--- config.mk ---
export PLATFORM = sky130hd
export DESIGN_NAME = dma_descriptor_channel
export DESIGN_NICKNAME = d
export VERILOG_FILES = /design/src/logic/dma_pkg.sv /design/src/logic/mem_cmd_if.sv /design/src/logic/dma_descriptor_channel.sv /design/src/logic/host_word_port.sv
export VERILOG_INCLUDE_DIRS = /design/src /design/src/logic
export SDC_FILE = /design/constraint.sdc
export NUM_CORES = 1
export LEC_CHECK = 0
export BUFFER_PORTS_ARGS = -buffer_cell sky130_fd_sc_hd__buf_2
export CORE_AREA = 2 2 140 278
export CTS_BUF_LIST = sky130_fd_sc_hd__clkbuf_4 sky130_fd_sc_hd__clkbuf_8
export DETAILED_ROUTE_END_ITERATION = 8
export DIE_AREA = 0 0 142 280
export MAX_ROUTING_LAYER = met4
export PLACE_DENSITY = 0.72
export SLEW_MARGIN = 15
export SYNTH_ARGS = -nofsm -noshare
export SYNTH_HDL_FRONTEND = slang
export SYNTH_SLANG_ARGS = --single-unit
--- constraint.sdc ---
create_clock -name clk -period 5.4 [get_ports clk]
set_input_delay 0.27 -clock clk [delete_from_list [all_inputs] [get_ports clk]]
set_output_delay 0.27 -clock clk [all_outputs]
set_load 0.01 [all_outputs]
--- src/logic/dma_channel_cfg.svh ---
// constants of the descriptor channel: offsets, fields, codes
`ifndef DMA_CHANNEL_CFG_SVH
`define DMA_CHANNEL_CFG_SVH
`define NULL_PTR 32'h0000_0000
`define ADDR_STEP 32'h0000_0004
`define WORD_BYTES 16'h0004
`define FULL_WORD 3'h4
`define LAST_IDX 2'h3
`define STAT_IDX 2'h3
`define LEN_MARKER 16
`define LEN_CREDIT 17
`define ST_SOF 16
`define ST_EOF 17
`define ST_ABORT 18
`define ST_PD 19
`define OFS_HI 31
`define OFS_LO 20
`define OFS_WORD_LO 22
`define CNT_HI 15
`define XTR_CH_COUNT 2
`define CST_DISABLED 2'h0
`define CST_UPDATING 2'h1
`define CST_ACTIVE 2'h2
`endif

--- src/logic/dma_pkg.sv ---
// types shared by the descriptor channel modules
package dma_pkg;
  typedef logic [31:0] word_t;
  typedef enum logic [8:0] {
    ST_OFF   = 9'h001,
    ST_FETCH = 9'h002,
    ST_LOAD  = 9'h004,
    ST_CRED  = 9'h008,
    ST_MOVE  = 9'h010,
    ST_MWAIT = 9'h020,
    ST_PUSH  = 9'h040,
    ST_STAT  = 9'h080,
    ST_SWAIT = 9'h100
  } chan_state_t;
endpackage : dma_pkg

--- src/logic/mem_cmd_if.sv ---
// word command carrier between channel engine and memory port
`timescale 1ns/1ns
interface mem_cmd_if;
  logic req;
  logic we;
  logic [31:0] addr;
  logic [31:0] wdata;
  logic done;
  logic [31:0] rdata;
  modport engine (output req, we, addr, wdata, input done, rdata);
  modport port (input req, we, addr, wdata, output done, rdata);
endinterface : mem_cmd_if

--- src/logic/dma_descriptor_channel.sv ---
// one frame DMA channel walking a chain of control blocks
//
// Contract
// - a buffer never holds bytes of two frames.
// - frame bytes go in network order, earliest byte lowest.
// - software gives offset and injection length; extraction writes length.
// - word 0 is next pointer, word aligned; NULL ends the list.
// - word 2 holds buffer bytes; engine never writes that word.
// - extraction status sets bit 18 on abort, bit 19 on prune.
// - injection aborts the frame if bit 18 or 19 set at load.
// - injection sets status bit 19 when the block is finished.
// - injection with credit bit spends one credit, waits at zero.
// - loading a block with marker bit bumps the marker counter.
// - activate with a valid next pointer fetches and starts.
// - disable request waits for block end and status write.
// - channel reports disabled, updating or active; resets disabled.
// - NULL next pointer on leaving active disables the channel.
// - list end: extraction on load, injection on status write.
// - activate cancels a pending disable or restarts a stopped one.
// - current block address shown; no refetch on reactivation.
// - stop on frame end or every block, raising list end.
// - frame counter on unaborted EOF status; block counter per fetch.
// - marker increments can raise an enabled channel interrupt.
// - channels 0 and 1 extract fixed groups; others inject selected.
`timescale 1ns/1ns
`include "dma_channel_cfg.svh"
module dma_descriptor_channel import dma_pkg::*; #(
  parameter int CHANNEL = 0,
  parameter int CNT_W = 8,
  parameter int CREDIT_W = 16
) (
  // clock and reset
  input wire logic clk,
  input wire logic rst_n,
  // software control
  input wire logic channel_activate,
  input wire logic channel_disable_request,
  input wire logic next_ptr_write,
  input wire logic [31:0] next_ptr_value,
  input wire logic stop_on_frame_end,
  input wire logic stop_on_every_block,
  input wire logic inj_group_sel,
  input wire logic marker_irq_enable,
  input wire logic credit_write,
  input wire logic [CREDIT_W-1:0] credit_value,
  // software status
  output logic [1:0] channel_state,
  output logic channel_safe_flag,
  output logic [31:0] channel_next_pointer,
  output logic [31:0] channel_current_pointer,
  output logic [CNT_W-1:0] marker_counter,
  output logic [CNT_W-1:0] block_fetch_counter,
  output logic [CNT_W-1:0] frame_counter,
  output logic [CREDIT_W-1:0] injection_credit_count,
  output logic list_end_event,
  output logic marker_event,
  output logic marker_irq,
  output logic queue_group,
  // host memory
  output logic mem_req,
  output logic mem_we,
  output logic [31:0] mem_addr,
  output logic [31:0] mem_wdata,
  input wire logic mem_ack,
  input wire logic [31:0] mem_rdata,
  // extraction stream from the queues
  input wire logic xtr_valid,
  input wire logic [31:0] xtr_data,
  input wire logic [2:0] xtr_bytes,
  input wire logic xtr_eof,
  input wire logic xtr_abort,
  input wire logic xtr_pruned,
  output logic xtr_ready,
  // injection stream to the queues
  output logic inj_valid,
  output logic [31:0] inj_data,
  output logic [2:0] inj_bytes,
  output logic inj_sof,
  output logic inj_eof,
  output logic inj_abort,
  input wire logic inj_ready
);
  localparam bit IS_XTR = (CHANNEL < `XTR_CH_COUNT);

  // ----------------------------------------
  // helpers
  // ----------------------------------------
  function automatic word_t word_at(word_t base, logic [1:0] idx);
    return base + {28'h0000000, idx, 2'h0};
  endfunction : word_at

  function automatic logic [2:0] chunk(logic [15:0] rest);
    return (rest >= `WORD_BYTES) ? `FULL_WORD : rest[2:0];
  endfunction : chunk

  // ----------------------------------------
  // state
  // ----------------------------------------
  chan_state_t state;
  word_t link_w;
  word_t buf_w;
  word_t len_w;
  word_t stat_w;
  logic [1:0] idx;
  logic [15:0] moved;
  logic [15:0] addr_off;
  logic f_sof;
  logic f_eof;
  logic f_abort;
  logic f_pd;
  logic in_frame;
  logic first_word;
  logic pending_off;

  mem_cmd_if cmd ();

  host_word_port u_port (
    .clk(clk),
    .rst_n(rst_n),
    .cmd(cmd.port),
    .mem_req(mem_req),
    .mem_we(mem_we),
    .mem_addr(mem_addr),
    .mem_wdata(mem_wdata),
    .mem_ack(mem_ack),
    .mem_rdata(mem_rdata)
  );

  // ----------------------------------------
  // strobes
  // ----------------------------------------
  logic load_now;
  logic stat_done;
  logic take;
  logic stop_opt;
  logic stop_now;
  logic [15:0] inj_rest;
  word_t stat_out;

  always_comb begin
    load_now = (state == ST_LOAD);
    stat_done = (state == ST_SWAIT) && cmd.done;
    take = (state == ST_MOVE) && xtr_valid && xtr_ready;
    stop_opt = stop_on_every_block || (stop_on_frame_end && f_eof);
    stop_now = pending_off || stop_opt
               || (channel_next_pointer == `NULL_PTR);
    inj_rest = stat_w[`CNT_HI:0] - moved;
    if (IS_XTR) begin
      // offset kept as loaded, flags and length from the transfer
      stat_out = {stat_w[`OFS_HI:`OFS_LO], f_pd, f_abort, f_eof, f_sof,
                  moved};
    end else begin
      stat_out = stat_w;
      stat_out[`ST_PD] = 1'b1;
    end
  end

  // ----------------------------------------
  // channel sequencer
  // ----------------------------------------
  always_ff @(posedge clk) begin
    if (!rst_n) begin
      state <= ST_OFF;
      idx <= 2'h0;
      link_w <= 32'h0000_0000;
      buf_w <= 32'h0000_0000;
      len_w <= 32'h0000_0000;
      stat_w <= 32'h0000_0000;
      moved <= 16'h0000;
      addr_off <= 16'h0000;
      f_sof <= 1'b0;
      f_eof <= 1'b0;
      f_abort <= 1'b0;
      f_pd <= 1'b0;
      in_frame <= 1'b0;
      first_word <= 1'b0;
      cmd.req <= 1'b0;
      cmd.we <= 1'b0;
      cmd.addr <= 32'h0000_0000;
      cmd.wdata <= 32'h0000_0000;
      xtr_ready <= 1'b0;
      inj_valid <= 1'b0;
      inj_data <= 32'h0000_0000;
      inj_bytes <= 3'h0;
      inj_sof <= 1'b0;
      inj_eof <= 1'b0;
      inj_abort <= 1'b0;
    end else begin
      cmd.req <= 1'b0;
      inj_abort <= 1'b0;
      xtr_ready <= 1'b0;
      unique case (state)
        ST_OFF: begin
          if (channel_activate && channel_next_pointer != `NULL_PTR) begin
            state <= ST_FETCH;
            idx <= 2'h0;
            cmd.req <= 1'b1;
            cmd.we <= 1'b0;
            cmd.addr <= channel_next_pointer;
          end
        end
        ST_FETCH: begin
          if (cmd.done) begin
            unique case (idx)
              2'h0: link_w <= cmd.rdata;
              2'h1: buf_w <= cmd.rdata;
              2'h2: len_w <= cmd.rdata;
              2'h3: stat_w <= cmd.rdata;
            endcase
            if (idx == `LAST_IDX) begin
              state <= ST_LOAD;
            end else begin
              idx <= idx + 2'h1;
              cmd.req <= 1'b1;
              cmd.addr <= word_at(channel_current_pointer, idx + 2'h1);
            end
          end
        end
        ST_LOAD: begin
          moved <= 16'h0000;
          first_word <= 1'b1;
          // start of the word that holds the first frame byte
          addr_off <= {4'h0, stat_w[`OFS_HI:`OFS_WORD_LO], 2'h0};
          if (IS_XTR) begin
            f_sof <= 1'b0;
            f_eof <= 1'b0;
            f_abort <= 1'b0;
            f_pd <= 1'b0;
            state <= ST_MOVE;
          end else begin
            f_sof <= stat_w[`ST_SOF];
            f_eof <= stat_w[`ST_EOF];
            f_abort <= stat_w[`ST_ABORT] || stat_w[`ST_PD];
            f_pd <= 1'b0;
            if (stat_w[`ST_ABORT] || stat_w[`ST_PD]) begin
              inj_abort <= 1'b1;
              state <= ST_STAT;
            end else if (len_w[`LEN_CREDIT]) begin
              state <= ST_CRED;
            end else begin
              state <= ST_MOVE;
            end
          end
        end
        ST_CRED: begin
          if (injection_credit_count != '0) begin
            state <= ST_MOVE;
          end
        end
        ST_MOVE: begin
          if (IS_XTR) begin
            if (take) begin
              // first byte of the stream word lands at the lowest address
              cmd.req <= 1'b1;
              cmd.we <= 1'b1;
              cmd.addr <= buf_w + {16'h0000, addr_off};
              cmd.wdata <= xtr_data;
              moved <= moved + {13'h0000, xtr_bytes};
              first_word <= 1'b0;
              if (first_word && !in_frame) begin
                f_sof <= 1'b1;
              end
              in_frame <= !xtr_eof;
              f_eof <= xtr_eof;
              f_abort <= f_abort || xtr_abort;
              f_pd <= f_pd || xtr_pruned;
              state <= ST_MWAIT;
            end else begin
              xtr_ready <= 1'b1;
            end
          end else if (inj_rest == 16'h0000) begin
            state <= ST_STAT;
          end else begin
            cmd.req <= 1'b1;
            cmd.we <= 1'b0;
            cmd.addr <= buf_w + {16'h0000, addr_off};
            state <= ST_MWAIT;
          end
        end
        ST_MWAIT: begin
          if (cmd.done) begin
            addr_off <= addr_off + `WORD_BYTES;
            if (IS_XTR) begin
              // stop before a word that would overrun the buffer
              if (f_eof || ({1'b0, addr_off} + {1'b0, `WORD_BYTES}
                  + {1'b0, `WORD_BYTES}) > {1'b0, len_w[`CNT_HI:0]}) begin
                state <= ST_STAT;
              end else begin
                state <= ST_MOVE;
              end
            end else begin
              inj_valid <= 1'b1;
              inj_data <= cmd.rdata;
              inj_bytes <= chunk(inj_rest);
              inj_sof <= first_word && f_sof;
              inj_eof <= (inj_rest <= `WORD_BYTES) && f_eof;
              state <= ST_PUSH;
            end
          end
        end
        ST_PUSH: begin
          if (inj_ready) begin
            inj_valid <= 1'b0;
            first_word <= 1'b0;
            moved <= moved + {13'h0000, inj_bytes};
            state <= (inj_rest <= `WORD_BYTES) ? ST_STAT : ST_MOVE;
          end else begin
            inj_valid <= 1'b1;
          end
        end
        ST_STAT: begin
          cmd.req <= 1'b1;
          cmd.we <= 1'b1;
          cmd.addr <= word_at(channel_current_pointer, `STAT_IDX);
          cmd.wdata <= stat_out;
          state <= ST_SWAIT;
        end
        ST_SWAIT: begin
          if (cmd.done) begin
            if (stop_now) begin
              state <= ST_OFF;
            end else begin
              state <= ST_FETCH;
              idx <= 2'h0;
              cmd.req <= 1'b1;
              cmd.we <= 1'b0;
              cmd.addr <= channel_next_pointer;
            end
          end
        end
      endcase
    end
  end

  // ----------------------------------------
  // pointers
  // ----------------------------------------
  always_ff @(posedge clk) begin
    if (!rst_n) begin
      channel_next_pointer <= `NULL_PTR;
      channel_current_pointer <= `NULL_PTR;
    end else begin
      if (load_now) begin
        channel_next_pointer <= link_w;
      end else if (next_ptr_write) begin
        channel_next_pointer <= next_ptr_value;
      end
      // current block stays put across a stop, so no refetch
      if ((state == ST_OFF && channel_activate
           && channel_next_pointer != `NULL_PTR)
          || (stat_done && !stop_now)) begin
        channel_current_pointer <= channel_next_pointer;
      end
    end
  end

  // ----------------------------------------
  // disable request and status
  // ----------------------------------------
  always_ff @(posedge clk) begin
    if (!rst_n) begin
      pending_off <= 1'b0;
      channel_state <= `CST_DISABLED;
      channel_safe_flag <= 1'b1;
      queue_group <= 1'b0;
    end else begin
      if (channel_activate) begin
        pending_off <= 1'b0;
      end else if (stat_done && stop_now) begin
        pending_off <= 1'b0;
      end else if (channel_disable_request && state != ST_OFF) begin
        pending_off <= 1'b1;
      end
      unique case (state)
        ST_OFF: channel_state <= `CST_DISABLED;
        ST_FETCH, ST_LOAD, ST_STAT, ST_SWAIT:
          channel_state <= `CST_UPDATING;
        default: channel_state <= `CST_ACTIVE;
      endcase
      channel_safe_flag <= (state == ST_OFF);
      queue_group <= IS_XTR ? 1'(CHANNEL) : inj_group_sel;
    end
  end

  // ----------------------------------------
  // counters and events
  // ----------------------------------------
  always_ff @(posedge clk) begin
    if (!rst_n) begin
      marker_counter <= '0;
      block_fetch_counter <= '0;
      frame_counter <= '0;
      list_end_event <= 1'b0;
      marker_event <= 1'b0;
      marker_irq <= 1'b0;
    end else begin
      marker_event <= load_now && len_w[`LEN_MARKER];
      marker_irq <= load_now && len_w[`LEN_MARKER]
                    && marker_irq_enable;
      if (load_now && len_w[`LEN_MARKER]) begin
        marker_counter <= marker_counter + 1'b1;
      end
      if (load_now) begin
        block_fetch_counter <= block_fetch_counter + 1'b1;
      end
      if (stat_done && f_eof && !f_abort) begin
        frame_counter <= frame_counter + 1'b1;
      end
      list_end_event <= (IS_XTR && load_now && link_w == `NULL_PTR)
                        || (!IS_XTR && stat_done && link_w == `NULL_PTR)
                        || (stat_done && stop_opt);
    end
  end

  // ----------------------------------------
  // injection credits
  // ----------------------------------------
  // a write replaces the count; software must not race a spend
  always_ff @(posedge clk) begin
    if (!rst_n) begin
      injection_credit_count <= '0;
    end else if (credit_write) begin
      injection_credit_count <= credit_value;
    end else if (state == ST_CRED && injection_credit_count != '0) begin
      injection_credit_count <= injection_credit_count - 1'b1;
    end
  end
endmodule : dma_descriptor_channel

--- src/logic/host_word_port.sv ---
// single-word host memory port with request/acknowledge pins
`timescale 1ns/1ns
module host_word_port (
  // clock and reset
  input wire logic clk,
  input wire logic rst_n,
  // engine side
  mem_cmd_if.port cmd,
  // host memory pins
  output logic mem_req,
  output logic mem_we,
  output logic [31:0] mem_addr,
  output logic [31:0] mem_wdata,
  input wire logic mem_ack,
  input wire logic [31:0] mem_rdata
);
  // ----------------------------------------
  // one word in flight at a time
  // ----------------------------------------
  always_ff @(posedge clk) begin
    if (!rst_n) begin
      mem_req <= 1'b0;
      mem_we <= 1'b0;
      mem_addr <= 32'h0000_0000;
      mem_wdata <= 32'h0000_0000;
      cmd.done <= 1'b0;
      cmd.rdata <= 32'h0000_0000;
    end else begin
      cmd.done <= 1'b0;
      if (!mem_req && cmd.req) begin
        mem_req <= 1'b1;
        mem_we <= cmd.we;
        mem_addr <= cmd.addr;
        mem_wdata <= cmd.wdata;
      end else if (mem_req && mem_ack) begin
        mem_req <= 1'b0;
        cmd.done <= 1'b1;
        cmd.rdata <= mem_rdata;
      end
    end
  end
endmodule : host_word_port

# [Word level (Yosys, flattened, before mapping)]
# Cells that the tools add are included.
# Widths: inputs -> output; s select.
[classes] bitwise_logic=2 n_lt_le_gt_ge=2 addsub=13 eq_ne=25 n_mux=65 n_reduce_logical=68
[ops] operator="$mux 32" n=9
[ops] operator="$pmux 32 s5" n=1
[ops] operator="$pmux 9 s9" n=1
[ops] operator="$mux 9" n=8
[ops] operator="$logic_not 32->1" n=2
[ops] operator="$mux 16" n=4
[ops] operator="$pmux 16 s2" n=2
[ops] operator="$pmux 32 s2" n=1
[ops] operator="$add 32x16->32" n=1
[ops] operator="$add 32x4->32" n=1
[ops] operator="$add 32x4->32 const B" n=1
[ops] operator="$reduce_bool 32->1" n=1
[ops] operator="$add 8x1->8 const B" n=3
[ops] operator="$mux 1" n=22
[ops] operator="$logic_and 1x1->1" n=20
[ops] operator="$reduce_and 3->1" n=6
[ops] operator="$add 16x3->17 const B" n=1
[ops] operator="$add 17x3->17 const B" n=1
[ops] operator="$gt 17x16->1" n=1
[ops] operator="$add 16x3->16" n=1
[ops] operator="$add 16x3->16 const B" n=1
[ops] operator="$le 16x3->1 const B" n=1
[ops] operator="$mux 8" n=2
[ops] operator="$reduce_bool 16->1" n=1
[ops] operator="41 further kinds" n=83
[totals] input_bits=131 ff_bits=440 out_inout_bits=217 elab_cells=213

# [Logic depth before layout (Yosys ltp)]
# Gate-level depths: netlist of run 1.
[depth] depth_word=7 ltp_mapped=14 mapped_depth_nobuf=11

# [By module]
# From an unflattened synthesis of run 1, not the netlist that was laid out.
[unflattened] hier_cells=2304 hier_area_um2=19368.6
[by_module_without_submodules] mod="dma_descriptor_channel" cells_each=1868 area_each_um2=15446.1 instances=1 seq_area_each_um2=6326.1
[by_module_without_submodules] mod="host_word_port" cells_each=436 area_each_um2=3922.5 instances=1 seq_area_each_um2=1981.9

# [Least setup slack after synthesis of run 1]
# OpenSTA, ideal clock, no wires.
[synth_timing] kind="reg-to-reg" start="reg state[1]" end="reg cmd.addr[29]" t_arrival_ns=3.010 stages_incl_launch_ff=15 required_ns=5.274 setup_time_ns=0.126 n_path_buf=3 path_slack_ns=2.264 synth_period_minus_slack_ns=3.136 cell_sequence="dfxtp_1 > buf_2 > nor3_2 > nand3_1 > buf_2 > buf_1 > nand2b_1 > ha_1 > a21o_1 > nand3_1 > nor4_1 > and2_1 > xor2_1 > a222oi_1 > a21oi_1"
[synth_via] elab_chain_len=5 elab_cells_between_ends=16 classes_between="eq/ne: 11; mux: 1; reduce/logical: 4"
[synth_rtl] item="start, declared" line="dma_descriptor_channel.sv:99" rtl="chan_state_t state;"
[synth_rtl] item="start signal, assigned" line="dma_descriptor_channel.sv:306" rtl="state <= (inj_rest <= `WORD_BYTES) ? ST_STAT : ST_MOVE;"
[synth_rtl] item="$eq 9x5->1" line="dma_descriptor_channel.sv:143, dma_descriptor_channel.sv:192"
[synth_rtl] item="$logic_and 1x1->1 (2 in a row)" line="dma_descriptor_channel.sv:143" rtl="take = (state == ST_MOVE) && xtr_valid && xtr_ready;"
[synth_rtl] item="$ne 2x2->1 (no line)"
[synth_rtl] item="$reduce_and 7->1 (no line)"
[synth_rtl] item="end signal, assigned" line="dma_descriptor_channel.sv:199" rtl="cmd.addr <= channel_next_pointer;"
[synth_rtl] item="end signal, assigned" line="dma_descriptor_channel.sv:215" rtl="cmd.addr <= word_at(channel_current_pointer, idx + 2'h1);"
[synth_rtl] item="end signal, assigned" line="dma_descriptor_channel.sv:256" rtl="cmd.addr <= buf_w + {16'h0000, addr_off};"
[synth_rtl] item="end, declared" line="mem_cmd_if.sv:6" rtl="logic [31:0] addr;"
# Parallel ways exist; a longest one is shown, timed or not.
# A chain may end at the register's enable or synchronous reset.

# [Worst setup path in the final report of run 1]
[layout_timing] start="reg state[1]" end="reg cmd.addr[28]"
# Same word-level chain as after synthesis.

==> results.toml, run 1 <==
[clock_tree]
clock_latency_ns = 0.64
clock_sinks = 415
cts_tree = "yes"
cts_buffers = 57
cts_setup_buffers = 0
root_buffer = "clkbuf_8"
clk_pin_slew_ns = 0.07
cts_max_path_buffers = 3
htree_levels = 2

[timing]
fin_skew_ns = 0.0302
finalSetupViolCount = 0
slew_violations = 0
timing.final.crit_share_pct = 66.7
tightest_slew_ns = 1.17
timing.final.crit_period_ns = 3.60
setup_tns_ns = 0
fmax_ghz = 0.277
relSlewSlack_pct = 21.9
hold_violations = 0
rsz0062_at_grt = "false"

[critical_path]
startpoint_type = "flop"
crit_required_ns = 5.87
end_kind = "flop"
crit_type = "reg -> reg"
critPathMaxFanout = 11
reg2reg_slack_ns = 1.80
arrival_ns = 4.08

[drt]
viasPerCell = 5.69
drtAntennaViolNets = 0
routed_wl_um = 59800
drt_iter0_drc = 1001
first_pass_iters = 5
routedWlPerCell_um = 20.1
drc = 0
vias = 16937

[yosys]
ys_seq_area_share_pct = 44.7
synthFlopType = "dfxtp_1"
netlist_area_um2 = 18600
yosysUniqueCellTypes = 71
yosysWarnings = 0
async_reset_ff_share_pct = 0
syn_avg_cell_area_um2 = 8.65
ys_ff_latch = 415
syn_inst = 2148
synth_edf_count = 0

[floorplanning]
io_pins = 348
initial_core_util_pct = 49.2
core_area_um2 = 37800
dieArea_um2 = 39800
rows = 101
chipHeight_um = 280
die_w_um = 142

[placement]
dp.cells = 2782
hpwl_um = 42800
gp_congestion = 0.954
portBuffers = 305

[finish]
multi_input_area_um2 = 9390
fillCellCount = 3404
finalNetCount = 2647
final_common_cell = "dfxtp_1"
seq_area_um2 = 8310
finalNonFillerCells = 2979
drive_gt1_share_pct = 18.7
layout_common_cells = "dfxtp_1 (415), nand2_1 (358), buf_2 (305), nor2_1 (229), a21oi_1 (190)"
syn2layout_area_growth_pct = 19.8

[status]
status = "complete, no violations"

[global_routing]
antenna_found_initial = 1
overflow = 0
grt_pass1_wl_um = 90600
grt_pass1_vias = 16306
grt.total_usage_pct = 29.9
grt_start_max_net_pins = 170

[power_and_ir_drop]
vdd_drop_max_mv = 0.210
power_density_nw_per_um2 = 298
leakage_nw = 9.53

[min_path]
hp-class = "in -> reg"

[job]
maxCapViolCount = 0
-- repair_timing --
item,CTS,global route
resized for setup,0,0
hold endpoints to repair,93,0
hold buffers,93,0
-- critical path: stages, from the launching register on --
cell,delay [ns]
dfxtp_1,0.43
nor3_2,0.48
nand3_2,0.19
nand2_1,0.13
ha_1,0.19
fa_1,0.35
nand4_1,0.36
nor3_1,0.65
nand3_1,0.17
xnor2_1,0.15
a222oi_1,0.24
a21oi_1,0.11
-- stage by stage --
| step | total power, mW | setup slack (ns) | instance area [µm²] | utilization [%] | hold slack, ns |
|---|---|---|---|---|---|
| after floorplan | 3.74 | 2.26 | 18700 | - | 0.346 |
| after global placement | 3.94 | 1.91 | 20000 | 53.1 | 0.437 |
| after detailed placement | 3.95 | 1.88 | 20000 | 53.1 | 0.443 |
| after CTS | 6.67 | 1.86 | 22200 | 58.9 | 0.00214 |
| after global routing | 6.86 | 1.48 | 22300 | 58.9 | 0.00197 |
| final | 6.64 | 1.80 | 22300 | 58.9 | 0.0158 |
-- where the power goes --
group	total, mW	leakage [nW]	internal, mW	switching, mW
Combinational	0.649	5.51	0.267	0.382
Clock	2.70	0.665	1.47	1.23
Sequential	3.29	3.36	3.16	0.130
-- cell usage after synthesis, types with 9 or more instances --
master | n | area (µm²)
nor3_1 | 20 | 100
a211oi_2 | 17 | 213
inv_1 | 34 | 128
o21ai_0 | 27 | 135
o21ai_1 | 15 | 75.1
buf_4 | 40 | 300
nor2_1 | 230 | 863
buf_2 | 11 | 55.1
a21o_1 | 9 | 67.6
mux2i_1 | 131 | 1310
buf_1 | 9 | 33.8
a211oi_1 | 63 | 473
a31oi_1 | 20 | 125
nand2_1 | 358 | 1340
and3_1 | 25 | 156
a22o_1 | 34 | 298
a222oi_1 | 9 | 90.1
a22oi_1 | 23 | 173
nor4_1 | 25 | 156
clkbuf_1 | 114 | 428
buf_6 | 12 | 135
xnor2_1 | 37 | 324
ha_1 | 42 | 526
nand3_1 | 48 | 240
xor2_1 | 63 | 552
a21oi_1 | 191 | 956
nand4_1 | 26 | 163
dfxtp_1 | 415 | 8310
-- layer usage --
layer	vias to the layer above	global-route usage, %	wire length, µm
li1	8053	-	-
met1	8038	31.4	21800
met2	640	53.0	30700
met3	206	3.82	3220
met4	0	17.9	4070
met5	-	-	0
-- logic make-up after synthesis --
family	synth area share (%)
AO/OA/AOI/OAI	15.9
XOR/XNOR	4.71
adder cells (fa/ha/maj)	3.04
buffers and inverters	5.81
flip-flops	44.7
multiplexers	7.18
other	0.0202
AND/OR/NAND/NOR	18.7
-- final timing paths --
| check | from | endpoint | cells after the start |
|---|---|---|---|
| setup / recovery | state[1]$_SDFFE_PN0P_ | cmd.addr[28]$_SDFFE_PN0P_ | 11 |
| hold / removal | xtr_data[0] | cmd.wdata[0]$_SDFFE_PN0P_ | 3 |
| setup reg to reg | state[1]$_SDFFE_PN0P_ | cmd.addr[28]$_SDFFE_PN0P_ | 11 |
| hold reg to reg | cmd.addr[11]$_SDFFE_PN0P_ | u_port.mem_addr[11]$_SDFFE_PN0P_ | 2 |
-- cell type report --
type	count	share of cell area, %
timing repair buffer	412	11.6
multi-input combinational	1552	42.2
tap	463	2.60
clock inverter	21	1.10
sequential	415	37.3
antenna	1	0.0112
inverter	34	0.607
clock buffer	81	4.61
No activity file was read; power rests on OpenSTA's default activity.
==> run 2: changes to the inputs <==
- ABC_AREA: default -> 1
- CORE_AREA: 2 2 140 278 -> 2 2 144 286
- DIE_AREA: 0 0 142 280 -> 0 0 146 288
- PLACE_DENSITY: 0.72 -> 0.75
- clock period: 5.4 -> 3.2 ns (I/O delays scaled with it)
==> results.toml, run 2 <==
[placement]
portBuffers = 305
gp_congestion = 1.08
pre_cts_ws_ns = 0.285
hpwl_um = 54100
dp.cells = 3534
place_area_um2 = 21500

[critical_path]
arrival_ns = 3.51
startpoint = "idx[0]$_SDFFE_PN0P_"
ff2ff_path_depth = 15
critPathMaxFanout = 5
startpoint_type = "flop"
reg2reg_slack_ns = 0.22
r2r_start = "idx[0]$_SDFFE_PN0P_"
end_kind = "flop"
worstReg2RegEnd = "cmd.addr[20]$_SDFFE_PN0P_"
crit_required_ns = 3.73
crit_type = "reg -> reg"

[global_routing]
grt.total_usage_pct = 35.0
overflow = 0
grt_pass1_wl_um = 111000
antenna_found_initial = 3
grt_pass1_vias = 19798
grt_start_max_net_pins = 193

[finish]
layout_common_cells = "nand2_1 (483), dfxtp_1 (415), nor2_1 (381), o21ai_0 (311), buf_2 (304)"
finalNetCount = 3375
syn2layout_area_growth_pct = 22.4
drive_gt1_share_pct = 15.4
final_common_cell = "nand2_1"
fin_area_um2 = 24100
final_util_pct = 60.1
finalNonFillerCells = 3774

[timing]
setup_tns_ns = 0
setup_slack_ns = 0.223
slew_violations = 0
fin_skew_ns = 0.0376
fmax_ghz = 0.336
timing.final.crit_share_pct = 93.0
tightest_slew_ns = 0.975
timing.final.crit_period_ns = 2.98
rsz0062_at_grt = "false"
relSlewSlack_pct = 35.0
hold_violations = 0
finalSetupViolCount = 0

[drt]
routed_wl_um = 74400
vias = 20791
drtAntennaViolNets = 0
viasPerCell = 5.51
drc = 0
drt_iter0_drc = 1458
routedWlPerCell_um = 19.7
first_pass_iters = 5

[clock_tree]
clk_pin_slew_ns = 0.07
cts_max_path_buffers = 3
root_buffer = "clkbuf_8"
cts_tree = "yes"
clock_sinks = 415
cts_setup_buffers = 0
clock_latency_ns = 0.65
cts_buffers = 57
cts_hold_buf = 137
htree_levels = 2
ctsResizeCount = 0

[yosys]
yosysTopAreaCellShare_pct = 42.2
syn_inst = 2801
syn_avg_cell_area_um2 = 7.03
async_reset_ff_share_pct = 0
ys_ff_latch = 415
synth_edf_count = 0
yosysUniqueCellTypes = 51
synth_area_leader_cell = "dfxtp_1"
synthFlopType = "dfxtp_1"
ys_top_cells_by_count = "nand2_1 (484), dfxtp_1 (415), nor2_1 (383), o21ai_0 (311), inv_1 (250)"
synth_most_common_cell = "nand2_1"
netlist_area_um2 = 19700
yosysWarnings = 0
synth.area.top_cells = "dfxtp_1 (42%), nand2_1 (9.2%), o21ai_0 (7.9%)"
ys_seq_area_share_pct = 42.2

[status]
status = "complete, no violations"

[floorplanning]
initial_core_util_pct = 49.2
rows = 104
die_w_um = 146
dieArea_um2 = 42000
chipHeight_um = 288
core_area_um2 = 40100
io_pins = 348

[job]
maxCapViolCount = 0

[power_and_ir_drop]
leakage_nw = 10.9
power_density_nw_per_um2 = 531
vdd_drop_max_mv = 0.301

[min_path]
worstHoldEndpoint = "injection_credit_count[13]$_SDFFE_PN0P_"
holdCritStartpoint = "credit_write"
hp-class = "in -> reg"
hold_depth = 3
-- run 2: changes by cell type after synthesis, sizes merged, moves of 23 or more --
cell	change
a211oi	-69
a21oi	+34
a22o	-33
a22oi	-23
a31oi	+40
inv	+229
mux2i	-131
nand2	+133
nand3	+162
nor2	+155
nor3	+33
o21ai	+290
xnor2	-34
xor2	-44
-- run 2: critical path, cell delays in order, from the launching register on --
cell and delay (ns):
dfxtp_1 0.40, inv_1 0.10, ha_1 0.31, or2_2 0.34
fa_1 0.47, nand2_1 0.09, inv_1 0.05, nand2_1 0.14
nor2_1 0.12, nand4_1 0.17, inv_1 0.10, or2_2 0.28
nand3_1 0.07, nand3_1 0.08, nor2_1 0.09, nor2_1 0.04
-- run 2: cell type report --
cell class,instances,area [µm²]
Clock inverter,17,200
Multi-Input combinational cell,1980,9650
Tap cell,530,663
Clock buffer,83,1070
Timing Repair Buffer,479,3210
Antenna cell,3,7.51
Sequential cell,415,8310
Inverter,267,1010
Fill cell,3799,16000
-- run 2: worst max path at each step --
| stage | end | slack, ns | depth (start not counted) |
|---|---|---|---|
| after floorplan | cmd.addr[20]$_SDFFE_PN0P_ | 0.37 | 19 |
| after global placement | cmd.addr[20]$_SDFFE_PN0P_ | 0.30 | 15 |
| after detailed placement | cmd.addr[20]$_SDFFE_PN0P_ | 0.29 | 15 |
| after CTS | cmd.addr[20]$_SDFFE_PN0P_ | 0.26 | 15 |
| after global routing | cmd.addr[22]$_SDFFE_PN0P_ | 0.06 | 18 |
| final | cmd.addr[20]$_SDFFE_PN0P_ | 0.22 | 15 |
-- run 2: power by group --
part	switching (mW)	internal (mW)	total [mW]
clock	2.10	2.47	4.56
sequential	0.393	5.55	5.94
combinational	1.47	0.822	2.29
total	3.96	8.84	12.8
-- run 2: per-stage QoR --
stage	hold slack, ns	total power, mW
5_1_grt	0.0467	13.3
4_1_cts	0.000554	12.8
3_3_place_gp	0.350	8.13
2_1_floorplan	0.238	7.28
6_report	0.0450	12.8
3_5_place_dp	0.351	8.16
-- run 2: cells by family (layout without fill, tap and decap cells) --
kind of cell | count (synthesis) | in the layout | synth area share (%)
and+or+nand+nor | 1226 | 1226 | 27.0
AOI/OAI and AO/OA | 648 | 648 | 17.3
buffers and inverters | 445 | 846 | 9.67
DFF | 415 | 415 | 42.2
adders and majority gates | 44 | 44 | 2.87
xor gates and xnor gates | 22 | 22 | 0.978
other | 1 | 43 | 0.0190
-- run 2: routing by layer --
layer  global-route usage, %  up-vias  routed length, µm
li1                        -    10008                  -
met1                    35.1     9463              25700
met2                    59.3      937              36300
met3                    4.15      383               4270
met4                    32.1        0               8200
met5                       -        -                  0
==> run 3: changes to the inputs <==
- HOLD_SLACK_MARGIN: default -> 0.05
==> results.toml, run 3 (synthesized netlist as in run 2, its figures left out) <==
[status]
status = "complete, no violations"

[job]
maxCapViolCount = 0

[timing]
holdWs_ns = 0.126
finalSetupViolCount = 0
timing.final.crit_share_pct = 93.2
setup_tns_ns = 0
tightest_slew_ns = 1.00
slew_violations = 0
fin_skew_ns = 0.0405
relSlewSlack_pct = 33.3
timing.final.crit_period_ns = 2.98
rsz0062_at_grt = "false"
fmax_ghz = 0.335
hold_violations = 0

[placement]
gp_congestion = 1.08
hpwl_um = 54100
portBuffers = 305

[power_and_ir_drop]
power_mw = 12.8
vdd_drop_max_mv = 0.303
power_density_nw_per_um2 = 530
leakage_nw = 10.9

[global_routing]
grt.total_usage_pct = 35.2
grt_start_max_net_pins = 193
antenna_found_initial = 3
grt_pass1_wl_um = 112000
grt_pass1_vias = 19827
overflow = 0

[floorplanning]
core_area_um2 = 40100
chipHeight_um = 288
die_w_um = 146
initial_core_util_pct = 49.2
io_pins = 348
rows = 104
dieArea_um2 = 42000

[finish]
final_common_cell = "nand2_1"
syn2layout_area_growth_pct = 22.7
layout_common_cells = "nand2_1 (483), dfxtp_1 (415), nor2_1 (381), o21ai_0 (311), buf_2 (304)"
drive_gt1_share_pct = 15.4
fillCellCount = 3784
finalNetCount = 3382

[critical_path]
startpoint_type = "flop"
critPathMaxFanout = 5
crit_type = "reg -> reg"
end_kind = "flop"
crit_required_ns = 3.73
arrival_ns = 3.51
ff2ff_path_depth = 15

[drt]
vias = 20864
routedWlPerCell_um = 19.8
drc = 0
drtAntennaViolNets = 0
drt_iter0_drc = 1531
first_pass_iters = 6
routed_wl_um = 74800
viasPerCell = 5.52

[clock_tree]
clock_latency_ns = 0.65
clock_sinks = 415
cts_setup_buffers = 0
clk_pin_slew_ns = 0.08
cts_tree = "yes"
htree_levels = 2
cts_buffers = 57
root_buffer = "clkbuf_8"
cts_max_path_buffers = 3

[min_path]
hp-class = "in -> reg"
hold_depth = 4
[run 3: cell types whose count changed in the layout (fill, tap and decap cells not counted), sizes merged]
cell | before | now
dlygate4sd3 | 137 | 144
[run 3: where the power goes]
group | total [mW] | internal (mW) | switching, mW | leakage (nW)
clock | 4.58 | 2.47 | 2.11 | 0.668
sequential | 5.94 | 5.55 | 0.394 | 3.37
combinational | 2.30 | 0.830 | 1.47 | 6.88
[run 3: per-stage QoR]
stage	instances	area [µm²]	setup slack, ns	util [%]
detailed placement	3534	21500	0.285	53.5
global placement	3534	21500	0.303	53.5
global route	3781	24200	0.0640	60.3
finish	3781	24200	0.219	60.3
CTS	3778	24200	0.262	60.3
floorplan	2840	19800	0.370	-
[run 3: critical path, stage by stage, from the launching register on]
cell and delay [ns]:
dfxtp_1 0.40, inv_1 0.11, ha_1 0.31, or2_2 0.34
fa_1 0.47, nand2_1 0.09, inv_1 0.05, nand2_1 0.14
nor2_1 0.12, nand4_1 0.17, inv_1 0.10, or2_2 0.28
nand3_1 0.07, nand3_1 0.08, nor2_1 0.09, nor2_1 0.04
[run 3: worst paths after layout]
check,from,endpoint,slack [ns]
min,next_ptr_write,channel_next_pointer[23]$_SDFFE_PN0P_,0.13
min reg2reg,len_w[0]$_SDFFE_PN0P_,len_w[0]$_SDFFE_PN0P_,0.45
max reg2reg,idx[0]$_SDFFE_PN0P_,cmd.addr[20]$_SDFFE_PN0P_,0.22
max,idx[0]$_SDFFE_PN0P_,cmd.addr[20]$_SDFFE_PN0P_,0.22
[run 3: layout make-up]
cell class,count,area (µm²),area share (%)
well taps,530,663,2.74
clock inverters,17,200,0.828
flip-flops and latches,415,8310,34.4
multi-input cells,1980,9650,39.9
repair buffers,486,3280,13.6
inverters,267,1010,4.17
diodes,3,7.51,0.0311
clock buffers,83,1070,4.41
[run 3: per-layer routing]
| metal | routed length [µm] | up-vias | global-route usage [%] |
|---|---|---|---|
| li1 | - | 10009 | - |
| met1 | 25800 | 9541 | 35.3 |
| met2 | 36500 | 945 | 59.7 |
| met3 | 4270 | 369 | 4.31 |
| met4 | 8210 | 0 | 32.0 |
| met5 | 0 | - | - |
[run 3: repair_timing]
| action | in CTS | in global routing |
|---|---|---|
| resized for setup | 0 | 0 |
| endpoints found under the hold margin | 157 | 0 |
| hold buffers | 144 | 0 |
| setup endpoints to repair | 0 | 0 |
